## src/design/aur_rx_defs.svh

```systemverilog
// Purpose: Constants for the asynchronous receive front end.
// Assumes: Included by its bare name after the package.
// Notes:   Offsets are word indices on the plain register port.
`ifndef AUR_RX_DEFS_SVH
`define AUR_RX_DEFS_SVH

// Register offsets.
`define AUR_OFS_DATA      2'h0
`define AUR_OFS_STATUS    2'h1
`define AUR_OFS_CTRL      2'h2
`define AUR_OFS_DATA_HI   2'h3

// Status register fields.
`define AUR_STA_UNREAD_BIT  7
`define AUR_STA_STOPERR_BIT 4
`define AUR_STA_LOST_BIT    3
`define AUR_STA_DS_BIT      1

// Control register fields.
`define AUR_CTL_ON_BIT      0
`define AUR_CTL_PAR_BIT     1
`define AUR_CTL_SIZE_LSB    4
`define AUR_CTL_SIZE_MSB    7

// Extra data register fields.
`define AUR_DHI_BIT8_BIT    0
`define AUR_DHI_PAR_BIT     1

// Reset value and accepted character size range.
`define AUR_RST_CHAR_SIZE   4'h8
`define AUR_CHAR_SIZE_MIN   4'h5
`define AUR_CHAR_SIZE_MAX   4'h9

// Sampling figures: samples per bit and first voting sample.
`define AUR_SPB_NORMAL      5'h10
`define AUR_SPB_DOUBLE      5'h08
`define AUR_VOTE_NORMAL     5'h08
`define AUR_VOTE_DOUBLE     5'h04
`define AUR_VOTE_SPAN       5'h02

`endif

```

## src/design/aur_rx_pkg.sv

```systemverilog
// Purpose: Types for the asynchronous receive front end.
// Assumes: Nothing beyond SystemVerilog.
// Notes:   Constants live in aur_rx_defs.svh.
package aur_rx_pkg;

    typedef enum logic [1:0] {
        AUR_IDLE,
        AUR_FRAME,
        AUR_TAIL
    } aur_state_t;

    // One buffered frame: stop error travels with its data.
    typedef struct packed {
        logic       stop_err;
        logic       par_bit;
        logic [8:0] data;
    } aur_entry_t;

    typedef struct packed {
        logic       sync1;
        logic       sync2;
        logic       prev_line;
        aur_state_t state;
        logic [4:0] cnt;
        logic [3:0] bit_idx;
        logic [1:0] votes;
        logic [9:0] shreg;
        logic       on;
        logic       ds;
        logic       par_en;
        logic [3:0] char_size;
        logic       lost;
        logic [7:0] rdata;
    } aur_rx_state_t;

endpackage : aur_rx_pkg

```

## src/design/aur_rx.sv

```systemverilog
// Purpose: Asynchronous serial receiver with start qualification,
//          majority bit recovery and a two-entry receive buffer.
// Assumes: sample_tick_i is a one-cycle enable at 16x the bit rate, or 8x
//          when double speed is selected, from a baud divider on core_clk_i.
// Notes:   Registers sit on a plain port with read data one cycle later.
//          Nothing here measures baud error; the sender and the divider must
//          keep the rate close enough for the centre vote to land in each bit.
//
// Decided for this implementation: the placing of the registers and the strobed register port.
`timescale 1ns/1ps
`default_nettype none

`include "aur_rx_defs.svh"

module aur_rx
    import aur_rx_pkg::*;
#(
    parameter int BUF_DEPTH = 2
) (
    // Clock and reset.
    input  wire logic       core_clk_i,
    input  wire logic       rst_i,
    // Serial line and oversampling enable.
    input  wire logic       serial_in_line_i,
    input  wire logic       sample_tick_i,
    // Register port.
    input  wire logic [1:0] reg_addr_i,
    input  wire logic [7:0] reg_wdata_i,
    input  wire logic       reg_we_i,
    input  wire logic       reg_re_i,
    output logic      [7:0] reg_rdata_o,
    // Status levels.
    output logic            rx_unread_flag_o,
    output logic            stop_bit_error_flag_o
);

    ////////////////////////////////////////////////////////////////////////////
    // State and buffer.

    localparam int ENTRY_W = $bits(aur_entry_t);

    aur_rx_state_t s_q;
    aur_rx_state_t s_d;

    logic               push_valid;
    logic               push_ready;
    aur_entry_t         push_entry;
    logic               pop;
    logic               head_valid;
    logic [ENTRY_W-1:0] head_raw;
    aur_entry_t         head;

    assign head = aur_entry_t'(head_raw);

    // Frames and their stop error share one entry, so the status flags always
    // describe the frame that the next data read returns.
    aur_rx_fifo #(
        .WIDTH (ENTRY_W),
        .DEPTH (BUF_DEPTH)
    ) u_buf (
        .core_clk_i   (core_clk_i),
        .rst_i        (rst_i),
        .flush_i      (!s_q.on),
        .push_valid_i (push_valid),
        .push_ready_o (push_ready),
        .push_data_i  (push_entry),
        .pop_i        (pop),
        .pop_valid_o  (head_valid),
        .pop_data_o   (head_raw)
    );

    ////////////////////////////////////////////////////////////////////////////
    // Next-state logic.

    always_comb
    begin
        logic       line;
        logic [4:0] spb;
        logic [4:0] vfirst;
        logic [4:0] vlast;
        logic [4:0] cnt_new;
        logic [3:0] nd;
        logic       maj;
        logic       in_win;

        // Only the second stage is ever looked at.
        line    = s_q.sync2;
        spb     = s_q.ds ? `AUR_SPB_DOUBLE : `AUR_SPB_NORMAL;
        vfirst  = s_q.ds ? `AUR_VOTE_DOUBLE : `AUR_VOTE_NORMAL;
        vlast   = vfirst + `AUR_VOTE_SPAN;
        // A speed change mid-frame can leave the counter above the new bit
        // length; wrapping on greater-or-equal stops it running on to 31.
        cnt_new = (s_q.cnt >= spb) ? 5'h01 : s_q.cnt + 5'h01;
        in_win  = (cnt_new >= vfirst) && (cnt_new <= vlast);
        nd      = s_q.char_size + {3'h0, s_q.par_en};
        maj     = (s_q.votes[1] & s_q.votes[0]) |
                  (s_q.votes[1] & line) |
                  (s_q.votes[0] & line);

        s_d        = s_q;
        push_valid = 1'b0;
        pop        = 1'b0;
        push_entry = '0;
        s_d.sync1  = serial_in_line_i;
        s_d.sync2  = s_q.sync1;

        // Data bits land by position, so unused upper bits read as zero.
        for (int i = 0; i < 9; i++)
        begin
            push_entry.data[i] = s_q.shreg[i] & (4'(i) < s_q.char_size);
        end
        push_entry.par_bit  = s_q.par_en & s_q.shreg[s_q.char_size];
        push_entry.stop_err = !maj;

        // Everything below moves only on a tick, so the divider alone sets the
        // bit rate and no derived clock is needed.
        if (sample_tick_i)
        begin
            s_d.prev_line = line;
            case (s_q.state)
                AUR_IDLE:
                begin
                    // Idle samples leave the counter at its last value.
                    if (s_q.prev_line && !line)
                    begin
                        s_d.state   = AUR_FRAME;
                        s_d.cnt     = 5'h01;
                        s_d.bit_idx = 4'h0;
                        s_d.shreg   = '0;
                    end
                end
                AUR_FRAME:
                begin
                    s_d.cnt = cnt_new;
                    if (s_q.cnt >= spb)
                    begin
                        s_d.bit_idx = s_q.bit_idx + 4'h1;
                    end
                    // Two window samples wait here; the third is the live one,
                    // so the vote completes on the last window tick.
                    if (in_win)
                    begin
                        s_d.votes = {s_q.votes[0], line};
                    end
                    if (cnt_new == vlast)
                    begin
                        if (s_q.bit_idx == 4'h0)
                        begin
                            if (maj)
                            begin
                                s_d.state = AUR_IDLE;
                            end
                        end
                        else if (s_q.bit_idx <= nd)
                        begin
                            s_d.shreg[s_q.bit_idx - 4'h1] = maj;
                        end
                        else
                        begin
                            // First stop bit ends the frame; later ones look idle.
                            push_valid = 1'b1;
                            s_d.state  = s_q.ds ? AUR_TAIL : AUR_IDLE;
                        end
                    end
                end
                AUR_TAIL:
                begin
                    // Double speed waits one more sample before edge search.
                    s_d.state = AUR_IDLE;
                end
                default:
                begin
                    s_d.state = AUR_IDLE;
                end
            endcase
        end

        // Turning the receiver off abandons any frame in flight.
        if (!s_q.on)
        begin
            s_d.state = AUR_IDLE;
        end

        ////////////////////////////////////////////////////////////////////////
        // Register writes.

        // Clearing the on bit also flushes the buffer on the next edge,
        // because the flush input follows the registered on bit.
        if (reg_we_i)
        begin
            if (reg_addr_i == `AUR_OFS_STATUS)
            begin
                s_d.ds = reg_wdata_i[`AUR_STA_DS_BIT];
            end
            else if (reg_addr_i == `AUR_OFS_CTRL)
            begin
                s_d.on     = reg_wdata_i[`AUR_CTL_ON_BIT];
                s_d.par_en = reg_wdata_i[`AUR_CTL_PAR_BIT];
                // Sizes outside the supported range keep the old size.
                if ((reg_wdata_i[`AUR_CTL_SIZE_MSB:`AUR_CTL_SIZE_LSB] >= `AUR_CHAR_SIZE_MIN) &&
                    (reg_wdata_i[`AUR_CTL_SIZE_MSB:`AUR_CTL_SIZE_LSB] <= `AUR_CHAR_SIZE_MAX))
                begin
                    s_d.char_size = reg_wdata_i[`AUR_CTL_SIZE_MSB:`AUR_CTL_SIZE_LSB];
                end
            end
        end

        ////////////////////////////////////////////////////////////////////////
        // Register reads: data stand for one cycle only.
        // Software must read DATA_HI and STATUS before DATA, since the data
        // read pops the head entry and its flags with it.

        s_d.rdata = 8'h00;
        if (reg_re_i)
        begin
            if (reg_addr_i == `AUR_OFS_DATA)
            begin
                if (head_valid)
                begin
                    s_d.rdata = head.data[7:0];
                    pop       = 1'b1;
                end
                s_d.lost = 1'b0;
            end
            else if (reg_addr_i == `AUR_OFS_STATUS)
            begin
                s_d.rdata[`AUR_STA_UNREAD_BIT]  = head_valid;
                s_d.rdata[`AUR_STA_STOPERR_BIT] = head_valid & head.stop_err;
                s_d.rdata[`AUR_STA_LOST_BIT]    = s_q.lost;
                s_d.rdata[`AUR_STA_DS_BIT]      = s_q.ds;
            end
            else if (reg_addr_i == `AUR_OFS_CTRL)
            begin
                s_d.rdata[`AUR_CTL_ON_BIT]  = s_q.on;
                s_d.rdata[`AUR_CTL_PAR_BIT] = s_q.par_en;
                s_d.rdata[`AUR_CTL_SIZE_MSB:`AUR_CTL_SIZE_LSB] = s_q.char_size;
            end
            else
            begin
                s_d.rdata[`AUR_DHI_BIT8_BIT] = head_valid & head.data[8];
                s_d.rdata[`AUR_DHI_PAR_BIT]  = head_valid & head.par_bit;
            end
        end

        // A frame dropped on a full buffer wins over the clear by a data read.
        if (push_valid && !push_ready)
        begin
            s_d.lost = 1'b1;
        end
        if (!s_q.on)
        begin
            s_d.lost = 1'b0;
        end
    end

    ////////////////////////////////////////////////////////////////////////////
    // State register.

    always_ff @(posedge core_clk_i)
    begin
        if (rst_i)
        begin
            // The line stages start high so that leaving reset never looks
            // like a falling edge on an idle line.
            s_q           <= '0;
            s_q.sync1     <= 1'b1;
            s_q.sync2     <= 1'b1;
            s_q.prev_line <= 1'b1;
            s_q.state     <= AUR_IDLE;
            s_q.char_size <= `AUR_RST_CHAR_SIZE;
        end
        else
        begin
            s_q <= s_d;
        end
    end

    ////////////////////////////////////////////////////////////////////////////
    // Outputs.

    assign reg_rdata_o           = s_q.rdata;
    assign rx_unread_flag_o      = head_valid;
    assign stop_bit_error_flag_o = head_valid & head.stop_err;

endmodule : aur_rx

`default_nettype wire

```

## src/design/aur_rx_fifo.sv

```systemverilog
// Purpose: Small receive buffer with flush.
// Assumes: Single clock, synchronous active-high reset.
// Notes:   Flush empties every entry in one cycle.
`timescale 1ns/1ps
`default_nettype none

module aur_rx_fifo #(
    parameter int WIDTH = 11,
    parameter int DEPTH = 2
) (
    // Clock and reset.
    input  wire logic             core_clk_i,
    input  wire logic             rst_i,
    // Control.
    input  wire logic             flush_i,
    // Fill side.
    input  wire logic             push_valid_i,
    output logic                  push_ready_o,
    input  wire logic [WIDTH-1:0] push_data_i,
    // Drain side.
    input  wire logic             pop_i,
    output logic                  pop_valid_o,
    output logic [WIDTH-1:0]      pop_data_o
);

    localparam int PW = (DEPTH > 1) ? $clog2(DEPTH) : 1;
    localparam int CW = $clog2(DEPTH + 1);
    localparam logic [PW-1:0] PLAST = PW'(DEPTH - 1);
    localparam logic [CW-1:0] CFULL = CW'(DEPTH);

    typedef struct packed {
        logic [DEPTH-1:0][WIDTH-1:0] mem;
        logic [PW-1:0]               rd;
        logic [PW-1:0]               wr;
        logic [CW-1:0]               count;
    } fifo_state_t;

    fifo_state_t s_q;
    fifo_state_t s_d;
    logic        do_push;
    logic        do_pop;

    assign push_ready_o = (s_q.count != CFULL);
    assign pop_valid_o  = (s_q.count != '0);
    assign pop_data_o   = s_q.mem[s_q.rd];
    assign do_push      = push_valid_i && push_ready_o;
    assign do_pop       = pop_i && pop_valid_o;

    always_comb
    begin
        s_d = s_q;
        if (do_push)
        begin
            s_d.mem[s_q.wr] = push_data_i;
            s_d.wr = (s_q.wr == PLAST) ? '0 : s_q.wr + PW'(1);
        end
        if (do_pop)
        begin
            s_d.rd = (s_q.rd == PLAST) ? '0 : s_q.rd + PW'(1);
        end
        if (do_push && !do_pop)
        begin
            s_d.count = s_q.count + CW'(1);
        end
        else if (do_pop && !do_push)
        begin
            s_d.count = s_q.count - CW'(1);
        end
        // Unread entries are discarded, not drained.
        if (flush_i)
        begin
            s_d.rd    = '0;
            s_d.wr    = '0;
            s_d.count = '0;
        end
    end

    always_ff @(posedge core_clk_i)
    begin
        if (rst_i)
        begin
            s_q <= '0;
        end
        else
        begin
            s_q <= s_d;
        end
    end

endmodule : aur_rx_fifo

`default_nettype wire

```

## config.mk

```make
export PLATFORM = sky130hd
export DESIGN_NAME = aur_rx
export DESIGN_NICKNAME = d
export VERILOG_FILES = /design/src/design/aur_rx_pkg.sv /design/src/design/aur_rx.sv /design/src/design/aur_rx_fifo.sv
export VERILOG_INCLUDE_DIRS = /design/src /design/src/design
export SDC_FILE = /design/constraint.sdc
export NUM_CORES = 1
export LEC_CHECK = 0
export ABC_AREA = 1
export BUFFER_PORTS_ARGS = -buffer_cell sky130_fd_sc_hd__buf_4
export CAP_MARGIN = 15
export CORE_MARGIN = 2
export CORE_UTILIZATION = 50
export CTS_CLUSTER_SIZE = 28
export DETAILED_ROUTE_END_ITERATION = 7
export MAX_ROUTING_LAYER = met4
export PLACE_DENSITY = 0.78
export SLEW_MARGIN = 0
export SYNTH_ARGS = -nofsm -noshare
export SYNTH_HDL_FRONTEND = slang
export SYNTH_SLANG_ARGS = --single-unit
```

## constraint.sdc

```tcl
create_clock -name core_clk_i -period 3.7 [get_ports core_clk_i]
set_input_delay 0.74 -clock core_clk_i [delete_from_list [all_inputs] [get_ports core_clk_i]]
set_output_delay 0.74 -clock core_clk_i [all_outputs]
set_load 0.02 [all_outputs]
```

==> load_flow_metrics.sql <==
INSERT INTO impl_metrics (metric_group, metric, value, unit) VALUES
('status', 'status', 'finished, final reports clean', ''),
('global_routing', 'met2_usage_in_global_routing', '38.0', '%'),
('sta', 'worst_pin_slew', '669', 'ps'),
('logic_synthesis', 'yosys.area.top_type_share', '32.6', '%'),
('power', 'vdd.ir_drop.worst', '160', 'uV'),
('sta', 'finalMaxSlewViolations', '0', ''),
('cells_and_area', 'layout-area-overhead-vs-synth', '8.81', '%'),
('logic_synthesis', 'ys_top_cells_by_area', 'dfxtp_1, nand2_1, inv_1', ''),
('sta', 'setup_ws', '414', 'ps'),
('global_routing', 'met3_usage', '4.98', '%'),
('sta', 'final.min_clock_period', '3290', 'ps'),
('sta', 'fin_crit_sh', '88.8', '%'),
('global_routing', 'maximum_number_of_pins_on_one_net_before_global_route_repair', '25', ''),
('setup_path', 'critPathCapture', 'u_buf.s_q[1]', ''),
('global_routing', 'globalRoute.busiestLayer', 'met2', ''),
('cells_and_area', 'layout.core_utilization', '55.6', '%'),
('placed_design', 'finalWeightedCongestion', '0.900', ''),
('cts', 'cts_htree_levels', '3', ''),
('route', 'final_antenna_net_count', '0', ''),
('global_routing', 'first_global_vias', '3594', ''),
('setup_path', 'setup.reg_to_reg.worst_slack', '410', 'ps'),
('route', 'drt_drc_violations_left', '0', ''),
('sta', 'clock.fmax', '0.304', 'GHz'),
('logic_synthesis', 'dominantRegCellSynth', 'dfxtp_1', ''),
('floorplan', 'die_h', '95.4', 'um'),
('sta', 'rsz0062_at_grt', 'no', ''),
('route', 'drt_first_iter_violations', '218', ''),
('floorplan', 'floorplan.die.width', '95.4', 'um'),
('logic_synthesis', 'cell_area_after_synthesis', '0.00418', 'mm^2'),
('cells_and_area', 'most_common_library_cell_in_the_layout_ignoring_fill_and_taps', 'nand2_1', ''),
('placed_design', 'port-buffer-count', '23', ''),
('global_routing', 'wire_length_of_the_first_global_routing_pass', '15.8', 'mm'),
('route', 'routed_wirelength', '9.55', 'mm'),
('cts', 'ctsHoldBuffers', '0', ''),
('cells_and_area', 'antenna_cells', '0', ''),
('global_routing', 'fraction_of_met1_tracks_used_by_global_routing', '27.5', '%'),
('cells_and_area', 'commonest_cells_after_routing_fill_and_taps_aside', 'nand2_1, inv_1, nor2_1, dfxtp_1, nand3_1', ''),
('sta', 'fin_skew', '7.97', 'ps'),
('flow_run', 'max_cap_violations', '0', ''),
('cells_and_area', 'drive_above_1_share', '10.3', '%'),
('setup_path', 'crit_required', '3950', 'ps'),
('setup_path', 'timing.reg2reg.worst_path_depth', '18', ''),
('route', 'wire_per_inst', '12.5', 'um'),
('cts', 'cts.clk_slew.worst_paths', '80', 'ps'),
('logic_synthesis', 'postSynthRegisterBits', '68', ''),
('logic_synthesis', 'synth_largest_area_cell', 'dfxtp_1', ''),
('floorplan', 'rows', '33', ''),
('floorplan', 'starting_density', '51.1', '%'),
('cts', 'tritoncts', 'yes', ''),
('logic_synthesis', 'syn_area_per_cell', '6.48', 'um^2'),
('cts', 'ctsLongestPathBuffers', '2', ''),
('cts', 'cts_made_buffers', '9', ''),
('logic_synthesis', 'ys_warn_count', '0', ''),
('floorplan', 'floorplan.die_area', '0.00910', 'mm^2'),
('power', 'p_leak', '2.08', 'nW'),
('global_routing', 'initial_antenna_violation_count', '0', ''),
('setup_path', 'end_kind', 'flop', ''),
('power', 'fin_total_pwr', '1.51', 'mW'),
('setup_path', 'crit_path_start', 's_q[14]', ''),
('placed_design', 'detailedPlacementHpwl', '6.90', 'mm'),
('setup_path', 'critPathArrivalTime', '3540', 'ps'),
('floorplan', 'fp.coreArea', '0.00818', 'mm^2'),
('placed_design', 'place_ws', '322', 'ps'),
('logic_synthesis', 'synth.yosys.seq_area_share', '32.6', '%'),
('route', 'via_per_inst', '5.10', ''),
('sta', 'number_of_hold_violations_in_the_final_report', '0', ''),
('sta', 'worst_slew_margin_rel', '55.3', '%'),
('setup_path', 'crit-reg2reg-capture', 'u_buf.s_q[1]', ''),
('cells_and_area', 'num-nets-final', '690', ''),
('logic_synthesis', 'ys_types', '40', ''),
('setup_path', 'critical_path.reg2reg.startpoint', 's_q[14]', '');
## layer usage
layer  share of wire, %  vias to the layer above
met5                  0                        -
met1                 45                     1759
met4                1.1                        0
met2                 48                      118
met3                6.4                        7
li1                   -                     2019
## through the flow
step	instance area (um^2)	hold slack, ps	cells
floorplan	4180	389	644
global placement	4330	395	749
detailed placement	4330	400	749
CTS	4540	420	765
global route	4540	430	765
finish	4540	416	765
## sequential cells by signal, summed over array words and instances, names as in the netlist
signal	flops
s_q	33
u_buf.s_q	26
reg_rdata_o	8
s_d	1
## final cells by class
cell class / count / area (um^2)
sequential: 68 / 1360
fill: 778 / 3630
timing repair buffer: 25 / 188
clock inverter: 7 / 82.6
tap: 105 / 131
multi-input combinational: 434 / 2220
inverter: 117 / 439
clock buffer: 9 / 124
## worst min-delay path by stage
stage	cells after the start	startpoint	slack (ps)	to
final	1	s_d[40]	420	s_q[40]
after global routing	1	s_d[40]	430	s_q[40]
after floorplan	1	s_d[40]	390	s_q[40]
after detailed placement	1	s_d[40]	400	s_q[40]
after global placement	1	s_d[40]	400	s_q[40]
after CTS	1	s_d[40]	420	s_q[40]
## Yosys cell counts (2+ instances only)
cell type and n:
nand2_4 2, buf_2 5, clkbuf_1 8, o211ai_1 5, dfxtp_1 68, a21oi_1 39
buf_4 8, nand3_1 43, a31oi_1 2, ha_1 19, a211oi_1 2, o22ai_1 3
nor2_1 88, nor3b_1 2, o21ai_0 29, inv_2 2, or2_2 5, clkinv_1 3
nand4_4 2, nor2_4 3, inv_1 112, nand2_2 4, nand2_1 155, buf_6 3
nand4_1 9, xor2_1 3, nor3_1 4, nand3_2 3, xnor2_1 2
## where the power goes
part | switching (mW) | internal (mW)
Combinational | 0.0702 | 0.0387
Clock | 0.331 | 0.323
Sequential | 0.00752 | 0.737
Total | 0.409 | 1.10
## cells by family (layout without fill, tap and decap cells)
group,count (synthesis),after routing,synth area share [%]
AOI/OAI and AO/OA,86,86,11.5
xor gates and xnor gates,5,5,1.05
adders and majority gates,19,19,5.69
buffers and inverters,142,158,14.4
DFF,68,68,32.6
and+or+nand+nor,324,324,34.7
## timing repair
| action | 4_1_cts | 5_1_grt |
|---|---|---|
| endpoints found under the hold margin | 0 | 0 |
| setup endpoints to repair | 0 | 1 |
| setup buffers | 0 | 0 |
| gates resized for setup | 0 | 1 |
## critical path: stages (launching register included)
cell and delay, ps:
dfxtp_1 490, ha_1 340, nand2_1 130, nand2_4 70
nor2_8 170, inv_1 130, nor3_2 180, ha_1 230
inv_1 70, nor2_1 130, nand3_2 120, nor2_2 250
nand2_1 110, inv_1 70, ha_1 230, a21oi_1 110
o21ai_0 110, o21ai_0 170, a21oi_1 60
Note: power is estimated with default switching activity, not from simulation.
